`src/common/mml_pkg.sv`:
```
`default_nettype none
package mml_pkg;
    // =====================================================
    // clock and link rate
    localparam int CLK_KHZ = 100000;
    localparam int CLK_NS = 10;
    localparam int RATE_MIN_KBPS = 32;
    localparam int RATE_MAX_KBPS = 80;
    localparam int RATE_KBPS = 70;
    localparam int BIT_MIN_NS = 13600;
    localparam int BIT_NOM_NS = 14300;
    localparam int BIT_MAX_NS = 15000;
    localparam int BIT_CYC = CLK_KHZ / RATE_KBPS;
    localparam int HALF_CYC = BIT_CYC / 2;
    localparam int DRIFT_PCT = 11;
    localparam int WIN_OPEN_CYC = HALF_CYC * (100 - 2 * DRIFT_PCT) / 50;
    localparam int WIN_CLOSE_CYC = HALF_CYC * (100 + 2 * DRIFT_PCT) / 50;
    // =====================================================
    // gaps and delays
    localparam int GAP_BITS = 2;
    localparam int GAP_CYC = GAP_BITS * BIT_CYC;
    localparam int SETUP_US = 40;
    localparam int SETUP_CYC = (SETUP_US * 1000 + CLK_NS - 1) / CLK_NS;
    localparam int RESP_MAX_US = 150;
    localparam int RESP_MAX_CYC = RESP_MAX_US * 1000 / CLK_NS;
    localparam int UNLOCK_MS = 8;
    localparam int UNLOCK_CYC = UNLOCK_MS * 1000 * 1000 / CLK_NS;
    localparam int PULSE_US = 100;
    localparam int PULSE_CYC = PULSE_US * 1000 / CLK_NS;
    localparam int PULSE_GAP_US = 100;
    localparam int PULSE_GAP_CYC = PULSE_GAP_US * 1000 / CLK_NS;
    localparam int CNT_W = 20;
    // =====================================================
    // frame layout
    localparam int ADDR_W = 6;
    localparam int DATA_W = 30;
    localparam int PAY_W = 24;
    localparam int CRC_W = 3;
    localparam int BODY_W = 1 + ADDR_W + DATA_W;
    localparam int FRAME_W = 2 + BODY_W + CRC_W;
    localparam int READ_BITS = 2 + 1 + ADDR_W + CRC_W;
    localparam int READ_BODY = 1 + ADDR_W;
    localparam int ACK_BITS = 2 + DATA_W + CRC_W;
    localparam int ADDR_SEL_BIT = 5;
    localparam int ECC_HI = 25;
    localparam int ECC_LO = 24;
    localparam logic [2:0] CRC_INIT = 3'h7;
    localparam logic [5:0] ACCESS_ADDR = 6'h24;
    localparam logic [29:0] ACCESS_DATA = 30'h27811F77;
    // =====================================================
    // state types
    typedef enum logic [6:0] {
        S_IDLE = 7'h01,
        S_TX = 7'h02,
        S_SETUP = 7'h04,
        S_PULSE = 7'h08,
        S_PGAP = 7'h10,
        S_RESP = 7'h20,
        S_GAP = 7'h40
    } mml_state_t;
    typedef enum logic [2:0] {
        R_OFF = 3'h1,
        R_HUNT = 3'h2,
        R_BITS = 3'h4
    } mml_rx_state_t;
    // =====================================================
    // checksum x^3+x+1 over the leading n bits, msb first
    function automatic logic [2:0] crc_msb(input logic [BODY_W-1:0] bits, input int n);
        logic [2:0] c;
        logic fb;
        c = CRC_INIT;
        for (int i = 0; i < BODY_W; i++) begin
            if (i < n) begin
                fb = c[2] ^ bits[BODY_W-1-i];
                c = {c[1], c[0] ^ fb, fb};
            end
        end
        return c;
    endfunction
endpackage
`default_nettype wire

```
`src/common/mml_rx_if.sv`:
```
`timescale 1ns/100ps
`default_nettype none
interface mml_rx_if;
    logic en;
    logic line;
    logic locked;
    logic done;
    logic err;
    logic [mml_pkg::ACK_BITS-3:0] bits;
    modport ctrl (output en, output line, input locked, input done, input err, input bits);
    modport rx (input en, input line, output locked, output done, output err, output bits);
endinterface
`default_nettype wire

```
`src/logic/mml_ack_rx.sv`:
```
`timescale 1ns/100ps
`default_nettype none
module mml_ack_rx #(
    parameter int WIN_OPEN = mml_pkg::WIN_OPEN_CYC,
    parameter int WIN_CLOSE = mml_pkg::WIN_CLOSE_CYC
) (
    // clock and reset
    input wire logic ref_clk_in,
    input wire logic nrst_in,
    // controller side
    mml_rx_if.rx rx
);
    localparam int CW = 16;
    localparam logic [5:0] LAST_BIT = 6'(mml_pkg::ACK_BITS - 1);
    mml_pkg::mml_rx_state_t st_ff;
    logic prev_ff;
    logic [CW-1:0] cnt_ff;
    logic [5:0] nbit_ff;
    logic [mml_pkg::ACK_BITS-3:0] sr_ff;
    logic done_ff;
    logic err_ff;
    // =====================================================
    // edge and window decode
    wire rise_w = rx.line & ~prev_ff;
    wire edge_w = rx.line ^ prev_ff;
    wire win_w = cnt_ff >= CW'(WIN_OPEN); // RL4
    wire late_w = cnt_ff >= CW'(WIN_CLOSE); // RL4
    wire val_w = prev_ff; // RL11
    wire mid_w = (st_ff == mml_pkg::R_BITS) & edge_w & win_w;
    wire sync_bad_w = mid_w & (nbit_ff == 6'h01) & val_w; // RL12
    wire last_w = mid_w & (nbit_ff == LAST_BIT);
    assign rx.locked = (st_ff == mml_pkg::R_BITS);
    assign rx.done = done_ff;
    assign rx.err = err_ff;
    assign rx.bits = sr_ff;
    // =====================================================
    // bit sampler at the known reply bit period
    always_ff @(posedge ref_clk_in) begin // RL22
        if (!nrst_in) begin
            st_ff <= mml_pkg::R_OFF;
            prev_ff <= 1'b0;
            cnt_ff <= '0;
            nbit_ff <= '0;
            sr_ff <= '0;
            done_ff <= 1'b0;
            err_ff <= 1'b0;
        end else begin
            prev_ff <= rx.line;
            cnt_ff <= mid_w | (rise_w & (st_ff == mml_pkg::R_HUNT)) ? '0 : cnt_ff + CW'(1);
            done_ff <= last_w & ~sync_bad_w;
            err_ff <= sync_bad_w | (rx.locked & ~mid_w & late_w & rx.en);
            if (mid_w) begin
                nbit_ff <= nbit_ff + 6'h01;
                sr_ff <= nbit_ff >= 6'h02 ? {sr_ff[mml_pkg::ACK_BITS-4:0], val_w} : sr_ff;
            end
            unique case (st_ff)
                mml_pkg::R_OFF: begin
                    st_ff <= rx.en ? mml_pkg::R_HUNT : mml_pkg::R_OFF;
                end
                mml_pkg::R_HUNT: begin
                    if (!rx.en) begin
                        st_ff <= mml_pkg::R_OFF;
                    end else if (rise_w) begin
                        st_ff <= mml_pkg::R_BITS;
                        nbit_ff <= 6'h01;
                    end
                end
                mml_pkg::R_BITS: begin
                    if (!rx.en || sync_bad_w || last_w || (late_w && !mid_w)) begin
                        st_ff <= mml_pkg::R_OFF;
                    end
                end
            endcase
        end
    end
endmodule
`default_nettype wire

```
`src/logic/mml_prog_ctrl.sv`:
```
`timescale 1ns/100ps
`default_nettype none
// How it works
// RL1: access code sent right after reset release
// RL2: link bit rate kept within 32-80 kbps
// RL3: bit period near 14.3 us at 70 kbps
// RL4: fixed period, receiver tolerates eleven percent drift
// RL5: two bit gap after volatile write
// RL6: two bit gap after second pulse
// RL7: two bit gap after read acknowledge
// RL8: reply expected within 150 us of read
// RL9: first pulse 40 us after write end
// RL10: supply nominal outside frames, restored immediately
// RL11: falling mid edge one, rising zero
// RL12: sync, direction, address, data, checksum, msb first
// RL13: read carries direction one, address, checksum
// RL14: write carries direction zero, upper six zero
// RL15: address top bit zero means eeprom
// RL16: reply fields ecc status and 24 data
// RL17: device replaces upper bits with check bits
// RL18: checksum x3+x+1 seeded 111, bad reply flagged
// RL19: only reads are answered, by device
// RL20: device locks out without timely access code
// RL21: device measures period from sync edges
// RL22: reply assumed at our own bit period
module mml_prog_ctrl #(
    parameter int RESP_MAX_CYC = mml_pkg::RESP_MAX_CYC,
    parameter int UNLOCK_CYC = mml_pkg::UNLOCK_CYC,
    parameter int PULSE_CYC = mml_pkg::PULSE_CYC,
    parameter int PULSE_GAP_CYC = mml_pkg::PULSE_GAP_CYC
) (
    // clock and reset
    input wire logic ref_clk_in,
    input wire logic nrst_in,
    // command port
    input wire logic cmd_valid_in,
    input wire logic cmd_read_in,
    input wire logic [mml_pkg::ADDR_W-1:0] cmd_addr_in,
    input wire logic [mml_pkg::PAY_W-1:0] cmd_data_in,
    output logic cmd_ready_out,
    // results
    output logic wr_done_out,
    output logic rsp_valid_out,
    output logic rsp_err_out,
    output logic [1:0] rsp_ecc_out,
    output logic [mml_pkg::PAY_W-1:0] rsp_data_out,
    output logic unlocked_out,
    output logic unlock_late_out,
    // supply pin modulation
    output logic supply_manch_out,
    output logic supply_coded_out,
    // sensor output pin
    input wire logic sensor_output_pin_in,
    output logic sensor_pulse_out,
    output logic sensor_pulse_oe_n_out
);
    localparam int CW = mml_pkg::CNT_W;
    localparam int FW = mml_pkg::FRAME_W;
    localparam int BW = mml_pkg::BODY_W;
    localparam int DW = mml_pkg::DATA_W;
    mml_pkg::mml_state_t state_ff;
    mml_pkg::mml_state_t nxt_state;
    logic [CW-1:0] cnt_ff;
    logic [CW-1:0] unlock_cnt_ff;
    logic [CW-1:0] gap_lim_ff;
    logic [FW-1:0] shift_ff;
    logic [5:0] bits_left_ff;
    logic half_ff;
    logic manch_ff;
    logic coded_ff;
    logic pulse_ff;
    logic second_ff;
    logic op_read_ff;
    logic op_eeprom_ff;
    logic op_access_ff;
    logic pend_ff;
    logic late_ff;
    logic wr_done_ff;
    logic rsp_valid_ff;
    logic rsp_err_ff;
    logic [1:0] rsp_ecc_ff;
    logic [mml_pkg::PAY_W-1:0] rsp_data_ff;
    logic pin_meta_ff;
    logic pin_sync_ff;
    mml_rx_if rx_bus ();
    // =====================================================
    // frame assembly
    wire idle_w = (state_ff == mml_pkg::S_IDLE);
    wire take_w = idle_w & (pend_ff | cmd_valid_in);
    wire ld_read_w = ~pend_ff & cmd_read_in;
    wire [5:0] ld_addr_w = pend_ff ? mml_pkg::ACCESS_ADDR : cmd_addr_in; // RL1
    wire [DW-1:0] ld_data_w = pend_ff ? mml_pkg::ACCESS_DATA : {6'h00, cmd_data_in}; // RL14
    wire [BW-1:0] ld_body_w = ld_read_w ? {1'b1, ld_addr_w, 30'h00000000} // RL13
                                        : {1'b0, ld_addr_w, ld_data_w}; // RL14
    wire [2:0] ld_crc_w = mml_pkg::crc_msb(ld_body_w, ld_read_w ? mml_pkg::READ_BODY : BW); // RL18
    wire [FW-1:0] ld_frame_w = ld_read_w
        ? {2'b00, ld_body_w[BW-1:DW], ld_crc_w, 30'h00000000} // RL13
        : {2'b00, ld_body_w, ld_crc_w}; // RL12
    wire [5:0] ld_len_w = ld_read_w ? 6'(mml_pkg::READ_BITS) : 6'(FW);
    wire ld_eeprom_w = ~ld_read_w & ~ld_addr_w[mml_pkg::ADDR_SEL_BIT]; // RL15
    // =====================================================
    // timing decode
    wire [CW-1:0] lim_w =
        (state_ff == mml_pkg::S_TX) ? CW'(mml_pkg::HALF_CYC - 1) : // RL2 RL3
        (state_ff == mml_pkg::S_SETUP) ? CW'(mml_pkg::SETUP_CYC - 1) : // RL9
        (state_ff == mml_pkg::S_PULSE) ? CW'(PULSE_CYC - 1) :
        (state_ff == mml_pkg::S_PGAP) ? CW'(PULSE_GAP_CYC - 1) :
        (state_ff == mml_pkg::S_RESP) ? CW'(RESP_MAX_CYC + mml_pkg::BIT_CYC - 1) : // RL8
        gap_lim_ff;
    wire tick_w = (cnt_ff == lim_w);
    wire bit_end_w = (state_ff == mml_pkg::S_TX) & tick_w & half_ff;
    wire frame_end_w = bit_end_w & (bits_left_ff == 6'h01);
    wire resp_to_w = (state_ff == mml_pkg::S_RESP) & tick_w & ~rx_bus.locked; // RL8
    wire rx_fin_w = (state_ff == mml_pkg::S_RESP) & (rx_bus.done | rx_bus.err | resp_to_w);
    wire [2:0] rx_crc_w = mml_pkg::crc_msb({rx_bus.bits[DW+2:3], 7'h00}, DW); // RL18
    wire rx_ok_w = rx_bus.done & (rx_crc_w == rx_bus.bits[2:0]); // RL18
    wire leave_gap_w = (state_ff == mml_pkg::S_GAP) & tick_w;
    wire [CW-1:0] gap_sel_w = op_read_ff ? CW'(mml_pkg::GAP_CYC + mml_pkg::HALF_CYC) // RL7
                                         : CW'(mml_pkg::GAP_CYC); // RL5
    // =====================================================
    // sequence control
    always_comb begin
        nxt_state = state_ff;
        unique case (state_ff)
            mml_pkg::S_IDLE: begin
                if (take_w) begin
                    nxt_state = mml_pkg::S_TX;
                end
            end
            mml_pkg::S_TX: begin
                if (frame_end_w) begin
                    nxt_state = op_read_ff ? mml_pkg::S_RESP // RL19
                              : op_eeprom_ff ? mml_pkg::S_SETUP // RL9
                              : mml_pkg::S_GAP; // RL5
                end
            end
            mml_pkg::S_SETUP: begin
                if (tick_w) begin
                    nxt_state = mml_pkg::S_PULSE;
                end
            end
            mml_pkg::S_PULSE: begin
                if (tick_w) begin
                    nxt_state = second_ff ? mml_pkg::S_GAP : mml_pkg::S_PGAP; // RL6
                end
            end
            mml_pkg::S_PGAP: begin
                if (tick_w) begin
                    nxt_state = mml_pkg::S_PULSE;
                end
            end
            mml_pkg::S_RESP: begin
                if (rx_fin_w) begin
                    nxt_state = mml_pkg::S_GAP; // RL7
                end
            end
            mml_pkg::S_GAP: begin
                if (tick_w) begin
                    nxt_state = mml_pkg::S_IDLE;
                end
            end
        endcase
    end
    always_ff @(posedge ref_clk_in) begin
        if (!nrst_in) begin
            state_ff <= mml_pkg::S_IDLE;
            cnt_ff <= '0;
        end else begin
            state_ff <= nxt_state;
            cnt_ff <= (nxt_state != state_ff) | tick_w ? '0 : cnt_ff + CW'(1);
        end
    end
    // =====================================================
    // operation flags
    always_ff @(posedge ref_clk_in) begin
        if (!nrst_in) begin
            op_read_ff <= 1'b0;
            op_eeprom_ff <= 1'b0;
            op_access_ff <= 1'b0;
            pend_ff <= 1'b1;
            second_ff <= 1'b0;
            gap_lim_ff <= '0;
        end else begin
            if (take_w) begin
                op_read_ff <= ld_read_w;
                op_eeprom_ff <= ld_eeprom_w;
                op_access_ff <= pend_ff;
                pend_ff <= 1'b0; // RL1
                second_ff <= 1'b0;
            end
            if ((state_ff == mml_pkg::S_PULSE) && tick_w) begin
                second_ff <= 1'b1;
            end
            if (nxt_state == mml_pkg::S_GAP && state_ff != mml_pkg::S_GAP) begin
                gap_lim_ff <= gap_sel_w - CW'(1);
            end
        end
    end
    // =====================================================
    // manchester transmitter on the supply pin
    always_ff @(posedge ref_clk_in) begin
        if (!nrst_in) begin
            shift_ff <= '0;
            bits_left_ff <= '0;
            half_ff <= 1'b0;
            manch_ff <= 1'b0;
            coded_ff <= 1'b0;
        end else if (take_w) begin
            shift_ff <= ld_frame_w;
            bits_left_ff <= ld_len_w;
            half_ff <= 1'b0;
            manch_ff <= 1'b1; // RL10
            coded_ff <= ld_frame_w[FW-1]; // RL11
        end else if ((state_ff == mml_pkg::S_TX) && tick_w) begin
            half_ff <= ~half_ff;
            if (!half_ff) begin
                coded_ff <= ~shift_ff[FW-1]; // RL11
            end else begin
                shift_ff <= {shift_ff[FW-2:0], 1'b0}; // RL12
                bits_left_ff <= bits_left_ff - 6'h01;
                coded_ff <= shift_ff[FW-2];
                manch_ff <= ~frame_end_w; // RL10
            end
        end
    end
    // =====================================================
    // programming strobes on the sensor output pin
    always_ff @(posedge ref_clk_in) begin
        if (!nrst_in) begin
            pulse_ff <= 1'b0;
        end else begin
            pulse_ff <= (nxt_state == mml_pkg::S_PULSE); // RL9
        end
    end
    // =====================================================
    // reply reception
    always_ff @(posedge ref_clk_in) begin
        if (!nrst_in) begin
            pin_meta_ff <= 1'b0;
            pin_sync_ff <= 1'b0;
        end else begin
            pin_meta_ff <= sensor_output_pin_in;
            pin_sync_ff <= pin_meta_ff;
        end
    end
    assign rx_bus.en = (state_ff == mml_pkg::S_RESP);
    assign rx_bus.line = pin_sync_ff;
    mml_ack_rx #(
        .WIN_OPEN(mml_pkg::WIN_OPEN_CYC),
        .WIN_CLOSE(mml_pkg::WIN_CLOSE_CYC)
    ) u_ack_rx (
        .ref_clk_in(ref_clk_in),
        .nrst_in(nrst_in),
        .rx(rx_bus.rx)
    );
    always_ff @(posedge ref_clk_in) begin
        if (!nrst_in) begin
            rsp_valid_ff <= 1'b0;
            rsp_err_ff <= 1'b0;
            rsp_ecc_ff <= 2'h0;
            rsp_data_ff <= '0;
        end else begin
            rsp_valid_ff <= rx_fin_w;
            if (rx_fin_w) begin
                rsp_err_ff <= ~rx_ok_w; // RL18
                rsp_ecc_ff <= rx_bus.bits[mml_pkg::ECC_HI+3:mml_pkg::ECC_LO+3]; // RL16
                rsp_data_ff <= rx_bus.bits[mml_pkg::PAY_W+2:3]; // RL16
            end
        end
    end
    // =====================================================
    // unlock deadline watch and write completion
    always_ff @(posedge ref_clk_in) begin
        if (!nrst_in) begin
            unlock_cnt_ff <= '0;
            late_ff <= 1'b0;
            wr_done_ff <= 1'b0;
        end else begin
            if (unlock_cnt_ff != CW'(UNLOCK_CYC) && !(op_access_ff && frame_end_w)) begin
                unlock_cnt_ff <= unlock_cnt_ff + CW'(1);
            end
            if (op_access_ff && frame_end_w && unlock_cnt_ff == CW'(UNLOCK_CYC)) begin
                late_ff <= 1'b1; // RL1
            end
            wr_done_ff <= leave_gap_w & ~op_read_ff;
        end
    end
    // =====================================================
    // outputs
    assign cmd_ready_out = idle_w & ~pend_ff;
    assign wr_done_out = wr_done_ff;
    assign rsp_valid_out = rsp_valid_ff;
    assign rsp_err_out = rsp_err_ff;
    assign rsp_ecc_out = rsp_ecc_ff;
    assign rsp_data_out = rsp_data_ff;
    assign unlocked_out = ~pend_ff & ~(op_access_ff & ~idle_w) & ~late_ff;
    assign unlock_late_out = late_ff;
    assign supply_manch_out = manch_ff;
    assign supply_coded_out = coded_ff;
    assign sensor_pulse_out = pulse_ff;
    assign sensor_pulse_oe_n_out = ~pulse_ff;
endmodule
`default_nettype wire

```
`config.mk`:
```
export PLATFORM = sky130hd
export DESIGN_NAME = mml_prog_ctrl
export DESIGN_NICKNAME = d
export VERILOG_FILES = /design/src/common/mml_pkg.sv /design/src/common/mml_rx_if.sv /design/src/logic/mml_ack_rx.sv /design/src/logic/mml_prog_ctrl.sv
export SDC_FILE = /design/constraint.sdc
export NUM_CORES = 1
export LEC_CHECK = 0
export ABC_AREA = 1
export BUFFER_PORTS_ARGS = -buffer_cell sky130_fd_sc_hd__buf_4
export CORE_UTILIZATION = 50
export CTS_CLUSTER_SIZE = 14
export DETAILED_ROUTE_END_ITERATION = 8
export HOLD_SLACK_MARGIN = 0.08
export PLACE_DENSITY = 0.71
export REMOVE_ABC_BUFFERS = 1
export SLEW_MARGIN = 20
export SYNTH_ARGS = -nofsm -noshare
export SYNTH_HDL_FRONTEND = slang
export SYNTH_SLANG_ARGS = --single-unit
```
`constraint.sdc`:
```
create_clock -name ref_clk_in -period 17.95 [get_ports ref_clk_in]
set_input_delay 1.795 -clock ref_clk_in [delete_from_list [all_inputs] [get_ports ref_clk_in]]
set_output_delay 1.795 -clock ref_clk_in [all_outputs]
set_load 0.02 [all_outputs]
```
# ---- Yosys cells after proc, flatten, opt, wreduce, memory -nomap -nowiden
# Cells that the tools add are included.
dict set report classes {
  addsub 6
  n_mul 0
  n_div 0
  magnitude_cmp 40
  eq_ne 23
  shifts 0
  mux 82
  bitwise_logic 183
  reduce_logical 23
}
# op n
set ops {}
lappend ops {{1-bit XOR} 129}
lappend ops {{42-bit 2-to-1 mux} 3}
lappend ops {{3-bit 2-to-1 mux} 39}
lappend ops {{20-bit 2-to-1 mux} 5}
lappend ops {{5-bit by 6-bit < comparator with 1-bit output (first input constant)} 16}
lappend ops {{7-bit 2-to-1 mux} 9}
lappend ops {{6-bit 2-to-1 mux} 10}
lappend ops {{4-bit by 6-bit < comparator with 1-bit output (first input constant)} 8}
lappend ops {{7-bit one-hot mux with 6 select lines} 1}
lappend ops {{20-bit by 1-bit adder with 20-bit output (second input constant)} 2}
lappend ops {{37-bit 2-to-1 mux} 1}
lappend ops {{33-bit 2-to-1 mux} 1}
lappend ops {{16-bit by 11-bit >= comparator with 1-bit output (second input constant)} 2}
lappend ops {{6-bit < comparator (first input constant)} 5}
lappend ops {{30-bit 2-to-1 mux} 1}
lappend ops {{1-bit AND} 27}
lappend ops {{3-bit by 6-bit < comparator with 1-bit output (first input constant)} 4}
lappend ops {{20-bit equality test} 1}
lappend ops {{20-bit equality test (second input constant)} 1}
lappend ops {{20-bit inequality test (second input constant)} 1}
lappend ops {{1-bit inverter} 20}
lappend ops {{16-bit by 1-bit adder with 16-bit output (second input constant)} 1}
lappend ops {{7-bit by 4-bit equality test with 1-bit output (second input constant)} 2}
lappend ops {{7-bit equality test (second input constant)} 2}
lappend ops {{other kinds (33)} 66}
dict set report totals {
  regBits 217
  latch_bits 0
  mem_bits_rw 0
  rom_bits 0
  inputBits 35
  out_inout_bits 36
  word_cells 387
  mem_count 0
}

# ---- Depth between registers and ports, before layout
dict set report logic_depth {
  depth_word 114
  mapped_depth 71
  depth_no_buf 68
}

# ---- Hierarchy
# A second synthesis with hierarchy kept.
dict set report hier_totals {
  hier_cells 1610
  hier_area_um2 11399.7
}
# mod n_inst cells_each area_each_um2 seq_area_each_um2
set modules_own_cells {}
lappend modules_own_cells {mml_prog_ctrl 1 1251 8423.1 2782.7}
lappend modules_own_cells {mml_ack_rx 1 359 2976.6 1221.2}

# ---- Worst setup path after synthesis
# Ideal clock, no wire load.
dict set report synth_timing {
  path_type {input-to-reg}
  startpoint {in cmd_read_in}
  endpoint {reg shift_ff[1]}
  setup_ns 0.122
  t_arrival_ns 7.085
  required_time_ns 17.828
  setup_slack_ns 10.744
  cell_stages 70
  path_buffers 3
  cell_sequence {nand2_1 -> buf_4 -> buf_4 -> buf_2 -> ha_1 -> inv_1 -> nand3_1 -> nand3_1 -> nand2_1 -> nand2_1 -> nand2_1 -> nand2_2 -> nand2_4 -> nand2_4 -> nand2_1 -> nand2_2 -> nand2_2 -> inv_1 -> (+34 left out) -> nand3_2 -> nand2_2 -> xor2_2 -> inv_1 -> nand2_1 -> nand2_1 -> nand2_2 -> nand2_1 -> nand2_1 -> nand2_1 -> nand3_1 -> nand2_1 -> nand2_1 -> nand2_1 -> nand2_1 -> nand3_1 -> nand3_1 -> a21oi_2}
}
dict set report synth_between {
  elab_chain_len 78
  word_cells_on_any_way 151
  cone_classes {order compare (37); mux (41); bitwise (73)}
}
# item line_no
set synth_rtl {}
lappend synth_rtl {{start: declaration} mml_prog_ctrl.sv:37} ;# input wire logic cmd_read_in,
lappend synth_rtl {{1-bit AND (*)} mml_prog_ctrl.sv:90} ;# wire ld_read_w = ~pend_ff & cmd_read_in;
lappend synth_rtl {{6-bit 2-to-1 mux} mml_prog_ctrl.sv:95} ;# wire [2:0] ld_crc_w = mml_pkg::crc_msb(ld_body_w, ld_read_w ? mml_pkg::READ_BODY : BW);
lappend synth_rtl {{1-bit by 6-bit < comparator with 1-bit output} mml_pkg.sv:73} ;# if (i < n) begin
lappend synth_rtl {{2-bit 2-to-1 mux} mml_pkg.sv:73}
lappend synth_rtl {{3-bit 2-to-1 mux} mml_pkg.sv:73}
lappend synth_rtl {{1-bit XOR} mml_pkg.sv:74} ;# fb = c[2] ^ bits[BODY_W-1-i];
lappend synth_rtl {{1-bit XOR} mml_pkg.sv:75} ;# c = {c[1], c[0] ^ fb, fb};
lappend synth_rtl {{3-bit 2-to-1 mux (2 in series)} mml_pkg.sv:73}
lappend synth_rtl {{(+60 left out)} --}
lappend synth_rtl {{1-bit XOR} mml_pkg.sv:74}
lappend synth_rtl {{1-bit XOR} mml_pkg.sv:75}
lappend synth_rtl {{3-bit 2-to-1 mux (2 in series)} mml_pkg.sv:73}
lappend synth_rtl {{1-bit XOR} mml_pkg.sv:74}
lappend synth_rtl {{1-bit XOR} mml_pkg.sv:75}
lappend synth_rtl {{3-bit 2-to-1 mux} mml_pkg.sv:73}
lappend synth_rtl {{33-bit 2-to-1 mux (*)} mml_prog_ctrl.sv:97} ;# ? {2'b00, ld_body_w[BW-1:DW], ld_crc_w, 30'h00000000}
lappend synth_rtl {{42-bit 2-to-1 mux (*)} mml_prog_ctrl.sv:208} ;# end else if (take_w) begin
lappend synth_rtl {{end signal: assignment} mml_prog_ctrl.sv:209} ;# shift_ff <= ld_frame_w;
lappend synth_rtl {{end signal: assignment} mml_prog_ctrl.sv:219} ;# shift_ff <= {shift_ff[FW-2:0], 1'b0};
lappend synth_rtl {{end: declaration} mml_prog_ctrl.sv:66} ;# logic [FW-1:0] shift_ff;
# Mark *: on every way between the ends. The rest lies on a longest branch, timed or not.
# A chain may end at the register's enable or synchronous reset.

# ---- Worst setup path after layout
# Ends and elaborated chain as after synthesis.

==> impl_metrics.py <==
metrics = {
    "status": {
        "status": "finished clean",
    },
    "placed_design": {
        "dp_hpwl_mm": 16.8,
        "io_buffers": 70,
        "place.gp.congestion": 0.866,
    },
    "min_path": {
        "min_to": "pin_sync_ff",
        "hold_class": "reg2reg",
        "hold_path_depth": 2,
        "hold_start": "pin_meta_ff",
    },
    "logic_synthesis": {
        "yosysTopAreaCellShare": 0.378,
        "synth_seq_cells": 200,
        "synthesis.area_um2": 10600,
        "yosysWarnings": 0,
        "syn_inst": 1504,
        "synth_area_leader_cell": "dfxtp_1",
        "yosysMostFrequentCell": "nand2_1",
        "yosys.cell_types.count": 49,
        "syn_avg_cell_area_um2": 7.04,
        "dominantRegCellSynth": "dfxtp_1",
        "ys_top_cells_by_area": "dfxtp_1 (38%), nand2_1 (8.5%), inv_1 (7.1%)",
        "async_flop_share": 0,
        "synth_edf_count": 0,
        "synth_common_cells": "nand2_1 (240), dfxtp_1 (200), inv_1 (199)",
        "yosysSeqAreaShare": 0.378,
    },
    "global_route": {
        "grt-ovfl-total": 0,
        "grt_use_total": 0.227,
        "antenna_found_initial": 0,
        "grt_max_degree": 95,
        "grt_pass1_vias": 9086,
        "grt_pass1_wl_mm": 41.2,
    },
    "sta": {
        "relSlewSlack": 0.318,
        "post-route-min-period_ps": 7940,
        "finClkSkew_ps": 10.8,
        "setup_viol": 0,
        "slew_viol_final": 0,
        "fmax_mhz": 126,
        "hold_viol": 0,
        "setup_tns_ps": 0,
        "min_period_over_period": 0.442,
        "rsz0062_at_grt": "false",
        "worst_pin_slew_ps": 1020,
    },
    "critical_path": {
        "crit_path_start_kind": "primary input",
        "worst_ep_required_time_ps": 18310,
        "endpoint_kind": "flop",
        "worstPathMaxFanout": 34,
        "crit_path_top_delay_cell": "buf_4",
        "slowest_delay_ps": 350,
        "reg2reg_slack_ps": 10680,
        "critPathKind": "in2reg",
        "rr_worst_depth": 66,
        "r2r-start": "pend_ff",
        "critPathArrivalTime_ps": 8300,
        "timing.rr.end": "shift_ff[1]",
        "crit_top_cell": "nand2_1",
    },
    "routing": {
        "drc_errors": 0,
        "dr_total_vias": 9829,
        "wl_per_cell_um": 13.1,
        "postRouteAntennaNets": 0,
        "via_per_inst": 5.37,
        "drt-pass1-iter-count": 5,
        "first_iter_violations": 598,
        "drt_wl_total_mm": 24.1,
    },
    "power": {
        "power_uw": 2620,
        "p_leak_uw": 0.00504,
        "ir_worst_vdd_v": 0.000224,
        "power_density_nw_per_um2": 220,
    },
    "clock_network": {
        "cts_buffers": 17,
        "tritoncts": "yes",
        "hold_buffers": 0,
        "cts.clk_slew.worst_paths_ps": 70,
        "cts_sinks": 200,
        "clk_path_buf_depth": 2,
        "cts.repair.resized": 0,
        "post-cts-setup-buffers": 0,
        "clk_latency_ps": 430,
        "h-tree-depth": 4,
        "cts_root_buf": "clkbuf_16",
    },
    "floorplanning": {
        "die_w_um": 148,
        "die_h_um": 148,
        "design.die.area_um2": 21800,
        "core_area_um2": 20500,
        "num_rows": 52,
        "pin_count": 71,
        "initial_core_util": 0.517,
    },
    "run": {
        "cap_viol_max_count": 0,
    },
    "cells_and_area": {
        "insertedDiodeCount": 0,
        "drive_above_1_share": 0.104,
        "nNetsFinal": 1598,
        "syn2layout_area_growth_pct": 12.6,
    },
}
final cells by class:
cell class	instances	area (um^2)
clock buffers	19	443
clock inverters	13	161
fillers	1955	8570
inverters	206	773
multi-input cells	1045	5610
flip-flops and latches	200	4000
well taps	270	338
repair buffers	79	593
report_power, final:
part / switching (uW) / leakage (uW) / internal (uW) / total, uW
Combinational: 1130 / 0.00312 / 570 / 1700
Sequential: 30.1 / 0.00162 / 502 / 532
Clock: 179 / 0.000288 / 214 / 392
worst max-delay path: cells and delay by family:
family	cells	cell delay [ps]
and+or+nand+nor	59	5430
adders and majority gates	1	330
buffers and inverters	4	630
AOI/OAI and AO/OA	1	120
layout by cell type, fill, tap and decap left out, drive strengths merged, types with 4 or more instances in the layout:
cell type,Yosys,final
a21oi,135,135
nor4,14,14
buf,14,79
clkbuf,39,19
o21ai,109,109
xnor2,19,19
a211oi,11,11
clkinv,1,5
nand2,263,263
o221ai,25,25
nor3b,14,14
a31oi,10,10
nand4,12,12
a221oi,4,4
nor2,154,154
inv,205,210
dfxtp,200,200
ha,14,14
xor2,65,65
nand3,135,135
nor3,29,29
or2,4,4
o21a,4,4
routing by layer:
metal  vias up  share of wire  track usage
met5         -              0            0
li1       5066              -            -
met4         0         0.0084       0.0536
met3        20          0.055       0.0364
met2       237           0.47        0.394
met1      4506           0.46        0.294
flip-flops by register name (all words and copies together), names as in the netlist, 2 cells and up:
| register | count |
|---|---|
| cnt_ff | 20 |
| u_ack_rx.rx.bits | 33 |
| u_ack_rx.st_ff | 3 |
| gap_lim_ff | 3 |
| shift_ff | 42 |
| state_ff | 7 |
| u_ack_rx.cnt_ff | 16 |
| unlock_cnt_ff | 20 |
| rsp_ecc_out | 2 |
| u_ack_rx.nbit_ff | 6 |
| rsp_data_out | 24 |
| bits_left_ff | 6 |
worst max-delay path by stage:
stage                            from           to
after floorplan           cmd_read_in  shift_ff[1]
after global placement    cmd_read_in  shift_ff[1]
after detailed placement  cmd_read_in  shift_ff[1]
after CTS                 cmd_read_in  shift_ff[1]
after global routing      cmd_read_in  shift_ff[2]
final                     cmd_read_in  shift_ff[1]
kinds of logic after synthesis:
family / count (synthesis) / share of synthesized area
flip-flops: 200 / 0.378
adder cells (fa/ha/maj): 14 / 0.0165
XOR/XNOR: 84 / 0.0709
buffers and inverters: 259 / 0.0942
AND/OR/NAND/NOR: 632 / 0.270
AO/OA/AOI/OAI: 315 / 0.170
metrics by stage:
| step | instances | hold WS [ps] | cell area, um^2 | setup WS [ps] | utilization |
|---|---|---|---|---|---|
| after global routing | 1832 | 453 | 11900 | 9290 | 0.582 |
| after global placement | 1800 | 404 | 11300 | 9830 | 0.552 |
| after detailed placement | 1800 | 414 | 11300 | 9670 | 0.552 |
| after floorplan | 1451 | 390 | 10400 | 10120 | - |
| after CTS | 1832 | 432 | 11900 | 10080 | 0.582 |
| final | 1832 | 424 | 11900 | 10010 | 0.582 |
(Power assumes the default switching activity.)
